## src/shared/tco_regs.svh

```systemverilog
// register offsets, field positions, channel count, counter width and reload reset value for the timer extension block
`ifndef TCO_REGS_SVH
`define TCO_REGS_SVH

`define TCO_ADDR_W 4
`define TCO_OFS_CTRL 4'h0
`define TCO_OFS_SLAVE 4'h1
`define TCO_OFS_CHAN 4'h2
`define TCO_OFS_EVENT 4'h3
`define TCO_OFS_STATUS 4'h4
`define TCO_OFS_INTEN 4'h5
`define TCO_OFS_COUNT 4'h6
`define TCO_OFS_RELOAD 4'h7
`define TCO_OFS_CMP0 4'h8
`define TCO_OFS_ACTIVE 4'h9

// control register bits
`define TCO_CTRL_RUN 0
`define TCO_CTRL_DIR 1
`define TCO_CTRL_SHOT 2
`define TCO_CTRL_PRELOAD 3
`define TCO_CTRL_HWSWITCH 4
// slave register fields
`define TCO_SLV_MODE_LO 0
`define TCO_SLV_SEL_LO 4
`define TCO_SLV_POL1 8
`define TCO_SLV_POL2 9
// event register bits
`define TCO_EVT_UPDATE 0
`define TCO_EVT_SWITCH 1
// status bits
`define TCO_ST_SWITCH 0
`define TCO_ST_TRIG 1
`define TCO_ST_UPDATE 2
// irq/dma enable bits
`define TCO_IE_SWITCH 0
`define TCO_DE_SWITCH 1
// per channel field layout in channel register, 6 bits per channel
`define TCO_CH_STRIDE 6
`define TCO_CH_MODE_LO 0
`define TCO_CH_MAIN_EN 3
`define TCO_CH_COMP_EN 4
`define TCO_CH_FAST 5

`define TCO_NCH 3
`define TCO_CNT_W 16
`define TCO_RELOAD_RST 16'hffff

`endif

```

## src/shared/tco_pkg.sv

```systemverilog
// types of the timer extension block
package tco_pkg;

	typedef enum logic [2:0] {
		TCO_MODE_FROZEN = 3'h0,
		TCO_MODE_ACT = 3'h1,
		TCO_MODE_INACT = 3'h2,
		TCO_MODE_TOGGLE = 3'h3,
		TCO_MODE_FLOW = 3'h4,
		TCO_MODE_FHIGH = 3'h5,
		TCO_MODE_PWM1 = 3'h6,
		TCO_MODE_PWM2 = 3'h7
	} tco_omode_e;

	typedef enum logic [2:0] {
		TCO_SLV_OFF = 3'h0,
		TCO_SLV_ENC2 = 3'h1,
		TCO_SLV_ENC1 = 3'h2,
		TCO_SLV_ENC12 = 3'h3,
		TCO_SLV_RESET = 3'h4,
		TCO_SLV_GATED = 3'h5,
		TCO_SLV_TRIG = 3'h6,
		TCO_SLV_EXT1 = 3'h7
	} tco_slave_e;

	typedef enum logic [2:0] {
		TCO_ST_IDLE = 3'b001,
		TCO_ST_RUN = 3'b010,
		TCO_ST_DONE = 3'b100
	} tco_run_e;

	// msb first: fast bit 5, complement bit 4, main bit 3, mode bits 2:0
	typedef struct packed {
		logic fast;
		logic comp_en;
		logic main_en;
		logic [2:0] mode;
	} tco_chan_s;

	typedef struct packed {
		logic [3:0] addr;
		logic [31:0] wdata;
		logic wr;
		logic rd;
	} tco_bus_req_s;

	typedef struct packed {
		logic [2:0] output_reference;
		logic [2:0] main_output_enable;
		logic [2:0] complement_output_enable;
		logic switch_irq;
		logic switch_dma;
	} tco_out_s;

	typedef struct packed {
		tco_run_e run_st;
		logic run;
		logic dir;
		logic shot;
		logic preload;
		logic hwswitch;
		logic [2:0] slave_mode;
		logic [2:0] trig_sel;
		logic pol1;
		logic pol2;
		tco_chan_s [2:0] pend;
		tco_chan_s [2:0] act;
		logic [2:0] ref_q;
		logic sw_flag;
		logic trig_flag;
		logic upd_flag;
		logic irq_en;
		logic dma_en;
		logic [15:0] cnt;
		logic [15:0] reload;
		logic [2:0][15:0] cmp;
		logic [2:0] s1a;
		logic [2:0] s2a;
		logic f1;
		logic f2;
		logic trg_prev;
		logic [31:0] rdata;
	} tco_state_s;

endpackage : tco_pkg

```

## src/verilog/tco_core.sv

```systemverilog
// commutation, single-shot and quadrature encoder logic of a timer channel group
//
// Operation
// mode and enables preloaded, copied to all channels together at phase switch
// phase switch from software event bit or trigger input rising edge
// phase switch sets flag; irq and dma requests when enabled
// single-shot clears run bit at next update event
// software sets compare away from start count before trigger
// single-shot delay equals compare, width equals reload minus compare
// trigger slave mode 110: trigger edge sets run bit
// trigger select 110 routes polarity-selected input two as trigger
// output mode 111 is pwm mode 2
// fast bit forces compare-match level on trigger stimulus
// fast bit acts only in pwm mode 1 or 2
// slave codes 001, 010, 011 select encoder counting inputs
// polarity bit inverts encoder input; 0 leaves it plain
// encoder counts valid transitions while run bit set
// input one edges: rise counts down if two high, fall opposite
// input two edges: rise counts up if one high; both mode combines
// direction flag updated on every transition of either input
// encoder counts between 0 and reload, wrapping both ways
// compare and trigger functions keep working in encoder mode
// software never combines encoder mode with external clock mode 2
// simultaneous change on both inputs is ignored
//
// The address map and the strobed register port were left to the implementer.
`timescale 1ns/1ps
`include "tco_regs.svh"

module tco_core
	import tco_pkg::*;
(
	// clock and reset
	input wire logic clock,
	input wire logic rst_n,
	// register port
	input wire tco_bus_req_s bus_req,
	output logic [31:0] bus_rdata,
	// pins
	input wire logic enc_in_one,
	input wire logic enc_in_two,
	input wire logic ext_trigger,
	// outputs
	output tco_out_s chan_out,
	output logic [15:0] counter_value,
	output logic count_dir
);

	tco_state_s s_q;
	tco_state_s s_d;

	////////////////////////////////////////////////////////////////////////////////
	// combinational helpers

	logic in1_raw;
	logic in2_raw;
	logic filtered_input_one;
	logic filtered_input_two;
	logic ch1;
	logic ch2;
	logic trigger_input;
	logic trig_edge;
	logic encoder_on;
	logic wr_event;
	logic sw_event;
	logic upd_evt;
	logic cnt_step;
	logic cnt_dn;
	logic enc_step;
	logic enc_dn;
	logic trig_start;
	logic [15:0] cnt_next;
	logic [31:0] wd;

	assign wd = bus_req.wdata;
	// settled synchroniser levels: second and third stage agree
	assign in1_raw = (s_q.s1a[1] == s_q.s1a[2]) ? s_q.s1a[2] : s_q.f1 ^ s_q.pol1;
	assign in2_raw = (s_q.s2a[1] == s_q.s2a[2]) ? s_q.s2a[2] : s_q.f2 ^ s_q.pol2;
	assign filtered_input_one = in1_raw ^ s_q.pol1;
	assign filtered_input_two = in2_raw ^ s_q.pol2;
	assign ch1 = filtered_input_one != s_q.f1;
	assign ch2 = filtered_input_two != s_q.f2;

	always_comb begin
		case (s_q.trig_sel)
			3'h6: trigger_input = filtered_input_two;
			3'h5: trigger_input = filtered_input_one;
			default: trigger_input = ext_trigger;
		endcase
	end
	assign trig_edge = trigger_input & ~s_q.trg_prev;

	assign encoder_on = (s_q.slave_mode == TCO_SLV_ENC1) || (s_q.slave_mode == TCO_SLV_ENC2)
		|| (s_q.slave_mode == TCO_SLV_ENC12);
	assign wr_event = bus_req.wr && (bus_req.addr == `TCO_OFS_EVENT);
	assign sw_event = (wr_event && wd[`TCO_EVT_SWITCH]) || (s_q.hwswitch && trig_edge);

	// encoder decode, one input change at a time
	always_comb begin
		enc_step = 1'b0;
		enc_dn = s_q.dir;
		if (ch1 && !ch2) begin
			enc_dn = filtered_input_one ? filtered_input_two : ~filtered_input_two;
			enc_step = (s_q.slave_mode == TCO_SLV_ENC1) || (s_q.slave_mode == TCO_SLV_ENC12);
		end else if (ch2 && !ch1) begin
			enc_dn = filtered_input_two ? ~filtered_input_one : filtered_input_one;
			enc_step = (s_q.slave_mode == TCO_SLV_ENC2) || (s_q.slave_mode == TCO_SLV_ENC12);
		end
	end

	assign trig_start = (s_q.slave_mode == TCO_SLV_TRIG) && trig_edge && !s_q.run;
	assign cnt_step = s_q.run && (encoder_on ? (enc_step && encoder_on) : 1'b1);
	assign cnt_dn = encoder_on ? enc_dn : s_q.dir;
	// wrap at both ends
	always_comb begin
		if (cnt_dn)
			cnt_next = (s_q.cnt == 16'h0000) ? s_q.reload : s_q.cnt - 16'h0001;
		else
			cnt_next = (s_q.cnt >= s_q.reload) ? 16'h0000 : s_q.cnt + 16'h0001;
	end
	assign upd_evt = cnt_step && (cnt_dn ? (s_q.cnt == 16'h0000) : (s_q.cnt >= s_q.reload));

	////////////////////////////////////////////////////////////////////////////////
	// next state

	always_comb begin
		s_d = s_q;
		s_d.s1a = {s_q.s1a[1:0], enc_in_one};
		s_d.s2a = {s_q.s2a[1:0], enc_in_two};
		s_d.f1 = filtered_input_one;
		s_d.f2 = filtered_input_two;
		s_d.trg_prev = trigger_input;
		s_d.rdata = 32'h0000_0000;
		if (!(ch1 && ch2) && encoder_on && (ch1 || ch2))
			s_d.dir = enc_dn;

		// counter
		if (cnt_step)
			s_d.cnt = cnt_next;
		if (upd_evt) begin
			s_d.upd_flag = 1'b1;
			if (s_q.shot) begin
				s_d.run = 1'b0;
				s_d.run_st = TCO_ST_DONE;
			end
		end
		if (trig_start) begin
			s_d.run = 1'b1;
			s_d.run_st = TCO_ST_RUN;
			s_d.trig_flag = 1'b1;
		end

		// output references per channel
		for (int i = 0; i < `TCO_NCH; i++) begin
			// a fast channel in pwm mode 1 or 2 holds its forced level for the whole run
			if (s_q.act[i].mode == TCO_MODE_PWM1)
				s_d.ref_q[i] = (s_q.cnt < s_q.cmp[i]) && !(s_q.act[i].fast && s_q.run);
			else if (s_q.act[i].mode == TCO_MODE_PWM2)
				s_d.ref_q[i] = ((s_q.cnt >= s_q.cmp[i]) && !(s_q.shot && s_q.cnt >= s_q.reload))
					|| (s_q.act[i].fast && s_q.run);
			else if (s_q.act[i].mode == TCO_MODE_FLOW)
				s_d.ref_q[i] = 1'b0;
			else if (s_q.act[i].mode == TCO_MODE_FHIGH)
				s_d.ref_q[i] = 1'b1;
			else if (s_q.act[i].mode == TCO_MODE_ACT && s_q.cnt == s_q.cmp[i])
				s_d.ref_q[i] = 1'b1;
			else if (s_q.act[i].mode == TCO_MODE_INACT && s_q.cnt == s_q.cmp[i])
				s_d.ref_q[i] = 1'b0;
			else if (s_q.act[i].mode == TCO_MODE_TOGGLE && s_q.cnt == s_q.cmp[i])
				s_d.ref_q[i] = ~s_q.ref_q[i];
			if (trig_start && s_q.act[i].fast) begin
				if (s_q.act[i].mode == TCO_MODE_PWM1)
					s_d.ref_q[i] = 1'b0;
				else if (s_q.act[i].mode == TCO_MODE_PWM2)
					s_d.ref_q[i] = 1'b1;
			end
		end

		// register writes
		if (bus_req.wr) begin
			case (bus_req.addr)
				`TCO_OFS_CTRL: begin
					s_d.run = wd[`TCO_CTRL_RUN];
					s_d.run_st = wd[`TCO_CTRL_RUN] ? TCO_ST_RUN : TCO_ST_IDLE;
					s_d.dir = wd[`TCO_CTRL_DIR];
					s_d.shot = wd[`TCO_CTRL_SHOT];
					s_d.preload = wd[`TCO_CTRL_PRELOAD];
					s_d.hwswitch = wd[`TCO_CTRL_HWSWITCH];
				end
				`TCO_OFS_SLAVE: begin
					s_d.slave_mode = wd[`TCO_SLV_MODE_LO +: 3];
					s_d.trig_sel = wd[`TCO_SLV_SEL_LO +: 3];
					s_d.pol1 = wd[`TCO_SLV_POL1];
					s_d.pol2 = wd[`TCO_SLV_POL2];
				end
				`TCO_OFS_CHAN: begin
					for (int i = 0; i < `TCO_NCH; i++) begin
						s_d.pend[i] = wd[i*`TCO_CH_STRIDE +: `TCO_CH_STRIDE];
						if (!s_q.preload)
							s_d.act[i] = wd[i*`TCO_CH_STRIDE +: `TCO_CH_STRIDE];
					end
				end
				`TCO_OFS_EVENT: begin
					if (wd[`TCO_EVT_UPDATE])
						s_d.cnt = s_q.dir ? s_q.reload : 16'h0000;
				end
				`TCO_OFS_STATUS: begin
					// write zero clears; a same-cycle hardware set wins below
					s_d.sw_flag = s_q.sw_flag & wd[`TCO_ST_SWITCH];
					s_d.trig_flag = s_q.trig_flag & wd[`TCO_ST_TRIG];
					s_d.upd_flag = s_q.upd_flag & wd[`TCO_ST_UPDATE];
				end
				`TCO_OFS_INTEN: begin
					s_d.irq_en = wd[`TCO_IE_SWITCH];
					s_d.dma_en = wd[`TCO_DE_SWITCH];
				end
				`TCO_OFS_COUNT: s_d.cnt = wd[15:0];
				`TCO_OFS_RELOAD: s_d.reload = wd[15:0];
				default: begin
					if (bus_req.addr >= `TCO_OFS_CMP0 && bus_req.addr < `TCO_OFS_ACTIVE)
						s_d.cmp[0] = wd[15:0];
				end
			endcase
		end
		if (bus_req.wr && bus_req.addr == `TCO_OFS_ACTIVE) begin
			s_d.cmp[1] = wd[15:0];
			s_d.cmp[2] = wd[31:16];
		end

		// phase switch event
		if (sw_event) begin
			s_d.sw_flag = 1'b1;
			if (s_q.preload)
				s_d.act = s_q.pend;
		end
		if (trig_start)
			s_d.trig_flag = 1'b1;
		if (upd_evt)
			s_d.upd_flag = 1'b1;

		// register reads
		if (bus_req.rd) begin
			case (bus_req.addr)
				`TCO_OFS_CTRL: s_d.rdata = {27'h0, s_q.hwswitch, s_q.preload, s_q.shot, s_q.dir, s_q.run};
				`TCO_OFS_SLAVE: s_d.rdata = {22'h0, s_q.pol2, s_q.pol1, 1'b0, s_q.trig_sel, 1'b0, s_q.slave_mode};
				`TCO_OFS_CHAN: s_d.rdata = {14'h0, s_q.pend};
				`TCO_OFS_STATUS: s_d.rdata = {29'h0, s_q.upd_flag, s_q.trig_flag, s_q.sw_flag};
				`TCO_OFS_INTEN: s_d.rdata = {30'h0, s_q.dma_en, s_q.irq_en};
				`TCO_OFS_COUNT: s_d.rdata = {16'h0, s_q.cnt};
				`TCO_OFS_RELOAD: s_d.rdata = {16'h0, s_q.reload};
				`TCO_OFS_CMP0: s_d.rdata = {16'h0, s_q.cmp[0]};
				`TCO_OFS_ACTIVE: s_d.rdata = {s_q.cmp[2], s_q.cmp[1]};
				default: s_d.rdata = 32'h0000_0000;
			endcase
		end
	end

	////////////////////////////////////////////////////////////////////////////////
	// state register

	always_ff @(posedge clock or negedge rst_n) begin
		if (!rst_n) begin
			s_q <= '0;
			s_q.run_st <= TCO_ST_IDLE;
			s_q.reload <= `TCO_RELOAD_RST;
		end else begin
			s_q <= s_d;
		end
	end

	////////////////////////////////////////////////////////////////////////////////
	// outputs

	assign bus_rdata = s_q.rdata;
	assign counter_value = s_q.cnt;
	assign count_dir = s_q.dir;

	generate
		for (genvar g = 0; g < `TCO_NCH; g++) begin : g_out
			assign chan_out.output_reference[g] = s_q.ref_q[g];
			assign chan_out.main_output_enable[g] = s_q.act[g].main_en;
			assign chan_out.complement_output_enable[g] = s_q.act[g].comp_en;
		end
	endgenerate
	assign chan_out.switch_irq = s_q.sw_flag & s_q.irq_en;
	assign chan_out.switch_dma = s_q.sw_flag & s_q.dma_en;

	////////////////////////////////////////////////////////////////////////////////
	// checks

	chk_shot_stop: assert property (@(posedge clock) disable iff (!rst_n)
		(upd_evt && s_q.shot && !bus_req.wr) |=> !s_q.run) else $error("single shot did not stop");
	chk_trig_start: assert property (@(posedge clock) disable iff (!rst_n)
		(trig_start && !bus_req.wr) |=> s_q.run && s_q.trig_flag) else $error("trigger did not start");
	chk_switch_copy: assert property (@(posedge clock) disable iff (!rst_n)
		(sw_event && s_q.preload && !bus_req.wr) |=> s_q.act == $past(s_q.pend)) else $error("preload not copied");
	chk_switch_flag: assert property (@(posedge clock) disable iff (!rst_n)
		sw_event |=> s_q.sw_flag) else $error("switch flag missing");
	chk_irq_gate: assert property (@(posedge clock) disable iff (!rst_n)
		chan_out.switch_irq |-> s_q.irq_en) else $error("irq without enable");
	chk_dual_change: assert property (@(posedge clock) disable iff (!rst_n)
		(ch1 && ch2 && !bus_req.wr) |=> s_q.cnt == $past(s_q.cnt)) else $error("dual change counted");
	chk_enc_range: assert property (@(posedge clock) disable iff (!rst_n)
		(encoder_on && s_q.cnt <= s_q.reload && !bus_req.wr && !$past(bus_req.wr)) |=> s_q.cnt <= s_q.reload)
		else $error("encoder out of range");
	chk_enc_idle: assert property (@(posedge clock) disable iff (!rst_n)
		(encoder_on && !s_q.run && !bus_req.wr) |=> $stable(s_q.cnt)) else $error("encoder counted while stopped");
	chk_fast_pwm2: assert property (@(posedge clock) disable iff (!rst_n)
		(trig_start && s_q.act[0].fast && s_q.act[0].mode == TCO_MODE_PWM2 && !bus_req.wr) |=> s_q.ref_q[0])
		else $error("fast output not forced");

endmodule : tco_core
```

## config.mk

```make
export PLATFORM = sky130hd
export DESIGN_NAME = tco_core
export DESIGN_NICKNAME = d
export VERILOG_FILES = /design/src/shared/tco_pkg.sv /design/src/verilog/tco_core.sv
export VERILOG_INCLUDE_DIRS = /design/src /design/src/shared
export SDC_FILE = /design/constraint.sdc
export NUM_CORES = 1
export LEC_CHECK = 0
export ABC_AREA = 1
export ABC_CLOCK_PERIOD_IN_PS = 2100
export BUFFER_PORTS_ARGS = -buffer_cell sky130_fd_sc_hd__buf_2
export CAP_MARGIN = 20
export CORE_MARGIN = 2
export CORE_UTILIZATION = 55
export DETAILED_ROUTE_END_ITERATION = 6
export MAX_ROUTING_LAYER = met4
export PLACE_DENSITY = 0.85
export RECOVER_POWER = 100
export SYNTH_ARGS = -nofsm -noshare
export SYNTH_HDL_FRONTEND = slang
export SYNTH_SLANG_ARGS = --single-unit
export TNS_END_PERCENT = 1
```

## constraint.sdc

```tcl
create_clock -name clock -period 2.1 [get_ports clock]
set_input_delay 0.42 -clock clock [delete_from_list [all_inputs] [get_ports clock]]
set_output_delay 0.42 -clock clock [all_outputs]
set_load 0.01 [all_outputs]
```

==> flow_metrics.tcl, run 1 <==
set metrics [dict create \
    status "finished, violations left" \
    violations "negative setup slack" \
    first_iter_violations 1107 \
    dr_wl_met3_um 3230 \
    drc 0 \
    crit_family "simple AND/OR/NAND/NOR gates" \
    start_util_pct 56.1 \
    synth_adder_area_share_pct 7.27 \
    crit_type "flip-flop to flip-flop" \
    syn_area_per_cell_um2 7.76 \
    fin_tns_setup_ps -1500 \
    fillers 1717 \
    ys_seq_area_share_pct 39.4 \
    setup_viol 19 \
    slew_headroom_pct 32.1 \
    synth_area_leaders "dfrtp_1, nand2_1, ha_1, inv_1, o21ai_0" \
    vias 11094 \
    post-place-ws_ps -280 \
    totalWireLength_um 37300 \
    tritoncts "built" \
    synth_most_common_cell "nand2_1" \
    synth_area_leader_cell "dfrtp_1" \
    die_area_um2 21800 \
    ant_nets 0 \
    grt_pass1_wl_um 58400 \
    clkTransAtPathRegs_ps 70 \
    regArea_um2 4480 \
    io_pins 103 \
    synth-xor-area-share_pct 1.54 \
    gr-total-overflow 0 \
    layout.nets 1745 \
    max_freq_mhz 449 \
    powerDensity_nw_per_um2 1300 \
    highest_layer "met4" \
    dpl.hpwl_um 27900 \
    ys_ff_latch 178 \
    syn_nets 1573 \
    clockBufferDepth 2 \
    clkLatencyLatePin_ps 430 \
    synth_edf_count 0 \
    finalWorstSetupSlack_ps -127 \
    drv_cap 0 \
    start_kind "flip-flop" \
    synth_warnings 0 \
    grt_pass1_vias 10764 \
    synth_common_cells "nand2_1, inv_1, dfrtp_1" \
    rsz0062_at_grt "yes" \
    multi_input_area_um2 5800 \
    synthToLayoutAreaGrowth_pct 19.4 \
    fin_crit_ps 2230 \
    hold_viol 0 \
    diodes 0 \
    cts_inserted_buffers 17 \
    coreArea_um2 20200 \
    path_buf_inv 3 \
    die-width_um 148 \
    drive_above_1_share_pct 21.6 \
    finalMaxSlewViolations 0 \
    p_leak_nw 6.65 \
    gp_congestion 0.992 \
    worst_hold_slack_ps 88.8 \
    path_cells "inv_2 > ha_4 > nand2_4 > inv_4 > nand3_4 > nor3_4 > nand3_2 > nand3_4 > buf_6 > nor2_1 > nand2_1 > nand3_2 > nand2_1 > nand2_1 > nand2_1 > nand2_1" \
    wl_per_cell_um 19.4 \
    grt_util_all_layers_pct 35.7 \
    cp-end-kind "flip-flop" \
    postSynth.asyncResetShare_pct 100 \
    dr.pass1.iters 7 \
    muxShareOfSynthArea_pct 0 \
    synth_top_family_by_area "simple AND/OR/NAND/NOR gates" \
    cts_root_buffer "clkbuf_16" \
    synth_compound_area_share_pct 16.7 \
    rows 52 \
    cp-startpoint "s_q[104]" \
    synthDominantCellAreaShare_pct 35.7 \
    worst_pin_slew_ps 1020 \
    rr_startpoint "s_q[104]" \
    synth_cell_types 52 \
    slowest_delay_ps 540 \
    slowest_stage "dfstp_2" \
    post_synth_and_or_nand_nor_area_fraction_pct 23.2 \
    antenna_found_initial 0 \
    netlist_instances 1464 \
    dieHeight_um 148 \
    ir_drop_mv 0.696 \
    avgViaCountPerCell 5.78 \
    cp.required_ps 2420 \
    grt_max_degree 65 \
    htree_levels 4 \
    skew_ps 12.3 \
    post-route-period-util_pct 106 \
    hold_path_class "input pin to flip-flop" \
    hp-start "enc_in_one" \
    worst_path_most_repeated_cell "nand2_1" \
    cp_max_fo 6 \
    synthesis.area_um2 11400 \
    clkSinkCount 178 \
    wl_met2_um 17200 \
    portBuffers 102 \
    met1_length_um 15700 \
    ys.flop_type "dfrtp_1" \
    arrival_ps 2540 \
]
## per-stage QoR
step / std cells / utilization, % / power (mW) / cell area, um2
final: 1919 / 67.0 / 17.7 / 13600
after global routing: 1919 / 67.0 / 18.8 / 13600
after detailed placement: 1883 / 63.4 / 13.7 / 12800
after global placement: 1883 / 63.4 / 13.4 / 12800
after floorplan: 1464 / - / 10.4 / 11400
after CTS: 1919 / 67.3 / 17.3 / 13600
## timing repair
action	in CTS	in global routing
buffers inserted	3	0
gates cloned	0	0
hold buffers	1	0
setup endpoints to repair	21	22
pin swaps	24	8
gates resized for setup	46	28
hold endpoints to repair	33	0
## power breakdown
part	internal (mW)	switching [mW]
Combinational	3.86	5.58
Clock	1.70	1.48
Sequential	4.29	0.777
Total	9.85	7.83
## cell type report
cell class | count | share of cell area (%)
Multi-Input combinational cell | 1000 | 42.8
Sequential cell | 178 | 33.0
Timing Repair Buffer | 258 | 12.4
Inverter | 181 | 5.07
Clock buffer | 20 | 3.29
Tap cell | 270 | 2.49
Clock inverter | 12 | 0.895
## final timing paths
check,endpoint,slack [ps],depth (start not counted)
worst max-delay path,counter_value[13],-130,16
worst min-delay path,s_d[39],90,1
worst max register to register,counter_value[13],-130,16
worst min register to register,s_d[40],360,0
max in group asynchronous,s_q[92],310,3
min in group asynchronous,counter_value[2],690,2
## layout by cell type, fill, tap and decap left out, types with 19 or more instances in the layout
master    instances
a21oi_1          86
buf_2            53
buf_4           125
clkbuf_1         62
dfrtp_1         159
ha_1             57
inv_1           161
nand2_1         309
nand2_2          19
nand3_1          52
nor2_1          120
nor3_1           23
o21ai_0         110
o21ai_1          19
o22ai_1          39
xor2_1           19
## logic make-up (layout without fill, tap and decap cells)
kind of cell    count (synthesis)  after routing
flops                         178            178
xor+xnor                       20             20
fa+ha+maj                      66             66
buf+inv                       286            471
simple gates                  590            590
compound gates                324            324
## sequential cells by signal, summed over array words and instances, names as in the netlist
register	flops
s_q	116
bus_rdata	32
chan_out	9
counter_value	16
s_d	4
count_dir	1
## layer usage
layer  vias to the layer above  track usage [%]
li1                       5132                -
met1                      5280             48.7
met2                       601             55.3
met3                        81             5.52
met4                         0             11.4
met5                         -                -
Note: power is estimated with default switching activity, not from simulation.
==> run 2, diff against run 1 <==
--- a/config.mk
+++ b/config.mk
@@ -10,12 +10,12 @@
 export ABC_CLOCK_PERIOD_IN_PS = 2100
 export BUFFER_PORTS_ARGS = -buffer_cell sky130_fd_sc_hd__buf_2
 export CAP_MARGIN = 20
-export CORE_MARGIN = 2
 export CORE_UTILIZATION = 55
 export DETAILED_ROUTE_END_ITERATION = 6
 export MAX_ROUTING_LAYER = met4
 export PLACE_DENSITY = 0.85
 export RECOVER_POWER = 100
+export SETUP_SLACK_MARGIN = 0.5
 export SYNTH_ARGS = -nofsm -noshare
 export SYNTH_HDL_FRONTEND = slang
 export SYNTH_SLANG_ARGS = --single-unit
==> run 2 against run 1 <==
Compared with the run above:
- the flow still finishes with violations (negative setup slack)
- clock skew fell by 3.2 ps
- critical endpoint is now chan_out[10]
- first-iteration DRC count rose by 1.9%
- total power increased by 0.28%
- die area decreased by 2.7%
- non-clock buffer count fell by 15
- count of clock-buffer cells in the layout rose by 2
- via count fell by 0.89%
- largest cell class unchanged
- global-route usage rose by 0.43 points
- setup slack better by 2.7 ps
==> flow_metrics.tcl, run 2 (synthesized netlist as in run 1, its figures left out) <==
set metrics [dict create \
    ir_drop_mv 0.685 \
    drive_above_1_share_pct 22.4 \
    ant_nets 0 \
    fin_util_pct 67.1 \
    clkSinkCount 178 \
    gp_congestion 1.00 \
    arrival_ps 2580 \
    grt_pass1_vias 10831 \
    multi_input_area_um2 5870 \
    violations "negative setup slack" \
    slew_headroom_pct 29.6 \
    start_util_pct 56.1 \
    post-route-period-util_pct 106 \
    clkTransAtPathRegs_ps 70 \
    slowest_delay_ps 540 \
    setup_viol 20 \
    worst_pin_slew_ps 1060 \
    antenna_found_initial 0 \
    path_cells "inv_1 > ha_1 > a21oi_2 > o21ai_2 > a21o_1 > nand2_2 > nand3_4 > buf_6 > nand3_1 > nand3_1 > a31oi_2" \
    grt_max_degree 65 \
    skew_ps 9.07 \
    largest_reg_flops 116 \
    regMostFlops "s_q" \
    portBuffers 102 \
    powerDensity_nw_per_um2 1310 \
    die_area_um2 21200 \
    status "finished, violations left" \
    cp.required_ps 2460 \
    diodes 0 \
    clkLatencyLatePin_ps 440 \
    worst_path_most_repeated_cell "nand3_1" \
    cts_inserted_buffers 17 \
    synthToLayoutAreaGrowth_pct 19.6 \
    vias 10995 \
    io_pins 103 \
    path_buf_inv 2 \
    die-width_um 146 \
    hold_viol 0 \
    clockBufferDepth 2 \
    most-common-layout-cells "nand2_1, inv_1, dfrtp_1" \
    drc 0 \
    fin_crit_ps 2220 \
    grt_pass1_wl_um 57600 \
    hold_path_class "input pin to flip-flop" \
    rows 52 \
    grt_util_all_layers_pct 36.1 \
    coreArea_um2 20200 \
    crit_family "compound AO/OA/AOI/OAI gates" \
    start_kind "flip-flop" \
    p_leak_nw 6.63 \
    crit_type "flip-flop to flip-flop" \
    finalWorstSetupSlack_ps -124 \
    slowest_stage "dfstp_2" \
    regArea_um2 4480 \
    dieHeight_um 146 \
    totalWireLength_um 36100 \
    fillers 1675 \
    layout.cells.most_common "nand2_1" \
    max_freq_mhz 450 \
    tritoncts "built" \
    rsz0062_at_grt "yes" \
    avgViaCountPerCell 5.77 \
    wl_per_cell_um 18.9 \
    first_iter_violations 1128 \
    cp_max_fo 5 \
    gr-total-overflow 0 \
    worst_hold_slack_ps 84.8 \
    htree_levels 4 \
    layout.nets 1731 \
    r2r_slack_ps -120 \
    cp-end-kind "flip-flop" \
    dr.pass1.iters 6 \
    cts_root_buffer "clkbuf_16" \
    dpl.hpwl_um 27000 \
    finalMaxSlewViolations 0 \
    drv_cap 0 \
]
==> run 2: changes by cell type in the layout (fill, tap and decap cells not counted), sizes merged <==
cell,delta
clkinvlp,+2
clkbuf,-7
inv,-3
buf,-6
clkinv,-1
nand3,+1
==> run 2: through the flow <==
stage               std cells  setup TNS (ps)  power, mW  setup WS (ps)  area [um2]
floorplan                1464               0       10.5            168       11400
global placement         1867            -758       13.2           -106       12700
detailed placement       1867           -1740       13.5           -139       12700
CTS                      1905            -653       17.3          -93.0       13600
global route             1905           -5910       18.9           -224       13600
finish                   1905           -1440       17.7           -124       13600
==> run 2: where the power goes <==
| part | internal (mW) | switching (mW) | total, mW |
|---|---|---|---|
| clock network | 1.74 | 1.44 | 3.18 |
| logic | 3.87 | 5.34 | 9.22 |
| registers | 4.30 | 1.04 | 5.34 |
==> run 2: routing by layer <==
layer	routed length, um	part of all wire (%)	GRT usage (%)
met1	14600	40	45.5
met2	17100	47	57.5
met3	3200	8.9	6.77
met4	1220	3.4	14.3
met5	0	0	-
==> run 2: repair_timing <==
action | 4_1_cts | 5_1_grt
buffers inserted | 4 | 0
endpoints found under the hold margin | 24 | 0
setup endpoints to repair | 55 | 61
pin swaps | 15 | 3
gates cloned | 1 | 0
gates resized for setup | 64 | 26
hold buffers | 1 | 0
==> run 2: final timing paths <==
check	from	endpoint	cells after the start
worst max-delay path	s_q[90]	chan_out[10]	11
worst min-delay path	enc_in_one	s_d[39]	1
worst max register to register	s_q[90]	chan_out[10]	11
worst min register to register	s_d[39]	s_d[40]	0
max in group asynchronous	rst_n	counter_value[3]	3
min in group asynchronous	rst_n	s_q[37]	2
==> run 2: worst reg2reg max path: cells and delay by family, from the launching register on <==
family | cells | cell delay, ps
AOI/OAI and AO/OA | 4 | 580
buffers and inverters | 2 | 240
DFF | 1 | 540
and+or+nand+nor | 4 | 480
adders and majority gates | 1 | 310
==> run 2: cell type report <==
type	instances	area share (%)
Inverter	181	5.08
Clock inverter	10	0.737
Clock buffer	22	3.49
Sequential cell	178	33.0
Tap cell	270	2.49
Timing Repair Buffer	243	12.0
Multi-Input combinational cell	1001	43.2
==> run 3, diff against run 2 <==
--- a/config.mk
+++ b/config.mk
@@ -16,6 +16,7 @@
 export PLACE_DENSITY = 0.85
 export RECOVER_POWER = 100
 export SETUP_SLACK_MARGIN = 0.5
+export SKIP_CTS_REPAIR_TIMING = 1
 export SYNTH_ARGS = -nofsm -noshare
 export SYNTH_HDL_FRONTEND = slang
 export SYNTH_SLANG_ARGS = --single-unit
==> run 3 against run 2 <==
Compared with the run above:
- the flow finishes with violations (design-rule violations, negative setup slack)
- wire length increased by 1.0%
- sequential share of layout area decreased by 0.13 points
- register-to-register slack got worse by 60 ps
- setup slack got worse by 56 ps
- final cell count about the same
- non-clock buffer count increased by 1
- utilization increased by 0.28 points
- largest power group unchanged
- die area unchanged
- largest cell class unchanged
- count of clock-buffer cells in the layout unchanged
- combinational power decreased by 1%
- first-iteration DRC count decreased by 1.2%
- via count increased by 0.41%
==> flow_metrics.tcl, run 3 (synthesized netlist as in run 1, its figures left out) <==
set metrics [dict create \
    largest_reg_flops 116 \
    skew_ps 9.61 \
    dp.cells 1867 \
    drv_cap 0 \
    die-width_um 146 \
    most-common-layout-cells "nand2_1, inv_1, dfrtp_1" \
    tritoncts "built" \
    cp-endpoint "chan_out[10]" \
    arrival_ps 2590 \
    pwr-share-seq_pct 30.4 \
    hold_path_class "input pin to flip-flop" \
    final_area_um2 13600 \
    place_area_um2 12700 \
    status "finished, violations left" \
    finalPower_mw 17.7 \
    pwr-share-clk_pct 18.1 \
    violations "design-rule violations, negative setup slack" \
    crit_type "flip-flop to flip-flop" \
    gp_congestion 1.00 \
    coreArea_um2 20200 \
    drive_above_1_share_pct 23.2 \
    setup_viol 24 \
    regMostFlops "s_q" \
    slew_headroom_pct 28.8 \
    start_util_pct 56.1 \
    rr_startpoint "counter_value[8]" \
    htree_levels 4 \
    powerDensity_nw_per_um2 1300 \
    start_kind "flip-flop" \
    r2r_slack_ps -180 \
    ant_nets 0 \
    diodes 0 \
    totalWireLength_um 36400 \
    finalWorstSetupSlack_ps -180 \
    hold_path_depth 1 \
    clkSinkCount 178 \
    fin_crit_ps 2280 \
    hold_viol 0 \
    cp-startpoint "counter_value[8]" \
    layout.nets 1732 \
    gr-total-overflow 0 \
    clkTransAtPathRegs_ps 70 \
    dr.pass1.iters 7 \
    vias 11040 \
    slowest_stage "dfrtp_1" \
    post-place-ws_ps -139 \
    post-route-period-util_pct 109 \
    swShare_pct 44.3 \
    grt_max_degree 65 \
    grt_pass1_wl_um 56900 \
    crit-reg2reg-capture "chan_out[10]" \
    cp_max_fo 8 \
    p_leak_nw 6.57 \
    first_iter_violations 1114 \
    worst_pin_slew_ps 1070 \
    wl_per_cell_um 19.1 \
    portBuffers 102 \
    reg2regPathDepth 9 \
    rsz0062_at_grt "yes" \
    synthToLayoutAreaGrowth_pct 20.1 \
    layout.cells.most_common "nand2_1" \
    dieHeight_um 146 \
    cts_root_buffer "clkbuf_16" \
    avgViaCountPerCell 5.79 \
    clkLatencyLatePin_ps 450 \
    drc 3 \
    antenna_found_initial 0 \
    grt_util_all_layers_pct 35.6 \
    rows 52 \
    finalMaxSlewViolations 0 \
    path_cells "ha_1 > nand2_1 > nor3_4 > nand3_4 > nand3_4 > buf_4 > nand3_1 > nand3_1 > a31oi_2" \
    cts_inserted_buffers 17 \
    cp.required_ps 2410 \
    ir_drop_mv 0.710 \
    dpl.hpwl_um 27000 \
    p_switching_mw 7.83 \
    max_freq_mhz 439 \
    grt_pass1_vias 10796 \
    io_pins 103 \
    finalNonFillerCells 1906 \
    clockBufferDepth 2 \
    worst_hold_slack_ps 81.4 \
    cp-end-kind "flip-flop" \
    comb_power_share_pct 51.6 \
    die_area_um2 21200 \
    slowest_delay_ps 540 \
    intPower_mw 9.84 \
]
run 3: worst min-delay path by stage:
stage	slack, ps	from	to
3_3_place_gp	350	s_d[36]	s_d[37]
4_1_cts	-90	rst_n	s_q[37]
6_report	80	enc_in_one	s_d[39]
5_1_grt	80	enc_in_two	s_d[36]
2_1_floorplan	120	rst_n	bus_rdata[0]
3_5_place_dp	370	rst_n	s_q[37]
run 3: routing by layer:
metal	vias to the layer above	track usage (%)	wire, um
li1	5128	-	-
met1	5291	45.2	14800
met2	506	56.6	17200
met3	115	6.21	2940
met4	0	14.2	1410
met5	-	-	0
run 3: per-stage QoR:
step / setup TNS [ps] / utilization (%)
3_5_place_dp: -1740 / 62.8
6_report: -2190 / 67.4
3_3_place_gp: -758 / 62.8
5_1_grt: -7600 / 67.4
4_1_cts: -2000 / 65.7
2_1_floorplan: 0 / -
run 3: power groups by stage:
stage	combinational [mW]	clock, mW	sequential (mW)
floorplan	5.49	0	5.01
finish	9.11	3.19	5.36
global placement	8.01	0	5.23
global route	10.0	3.33	5.43
detailed placement	8.27	0	5.27
CTS	8.33	3.19	5.21
run 3: final cells by class:
class / count / area (um2)
Clock buffer: 22 / 474
Clock inverter: 10 / 100
Fill cell: 1657 / 6600
Inverter: 181 / 691
Multi-Input combinational cell: 1001 / 5980
Sequential cell: 178 / 4490
Tap cell: 270 / 338
Timing Repair Buffer: 244 / 1570
run 3: worst max-delay path, delay by kind of cell (launching register included):
kind	cells	cell delay [ps]
AOI/OAI and AO/OA	1	90
adders and majority gates	1	360
buffers and inverters	1	160
DFF	1	540
and+or+nand+nor	6	970
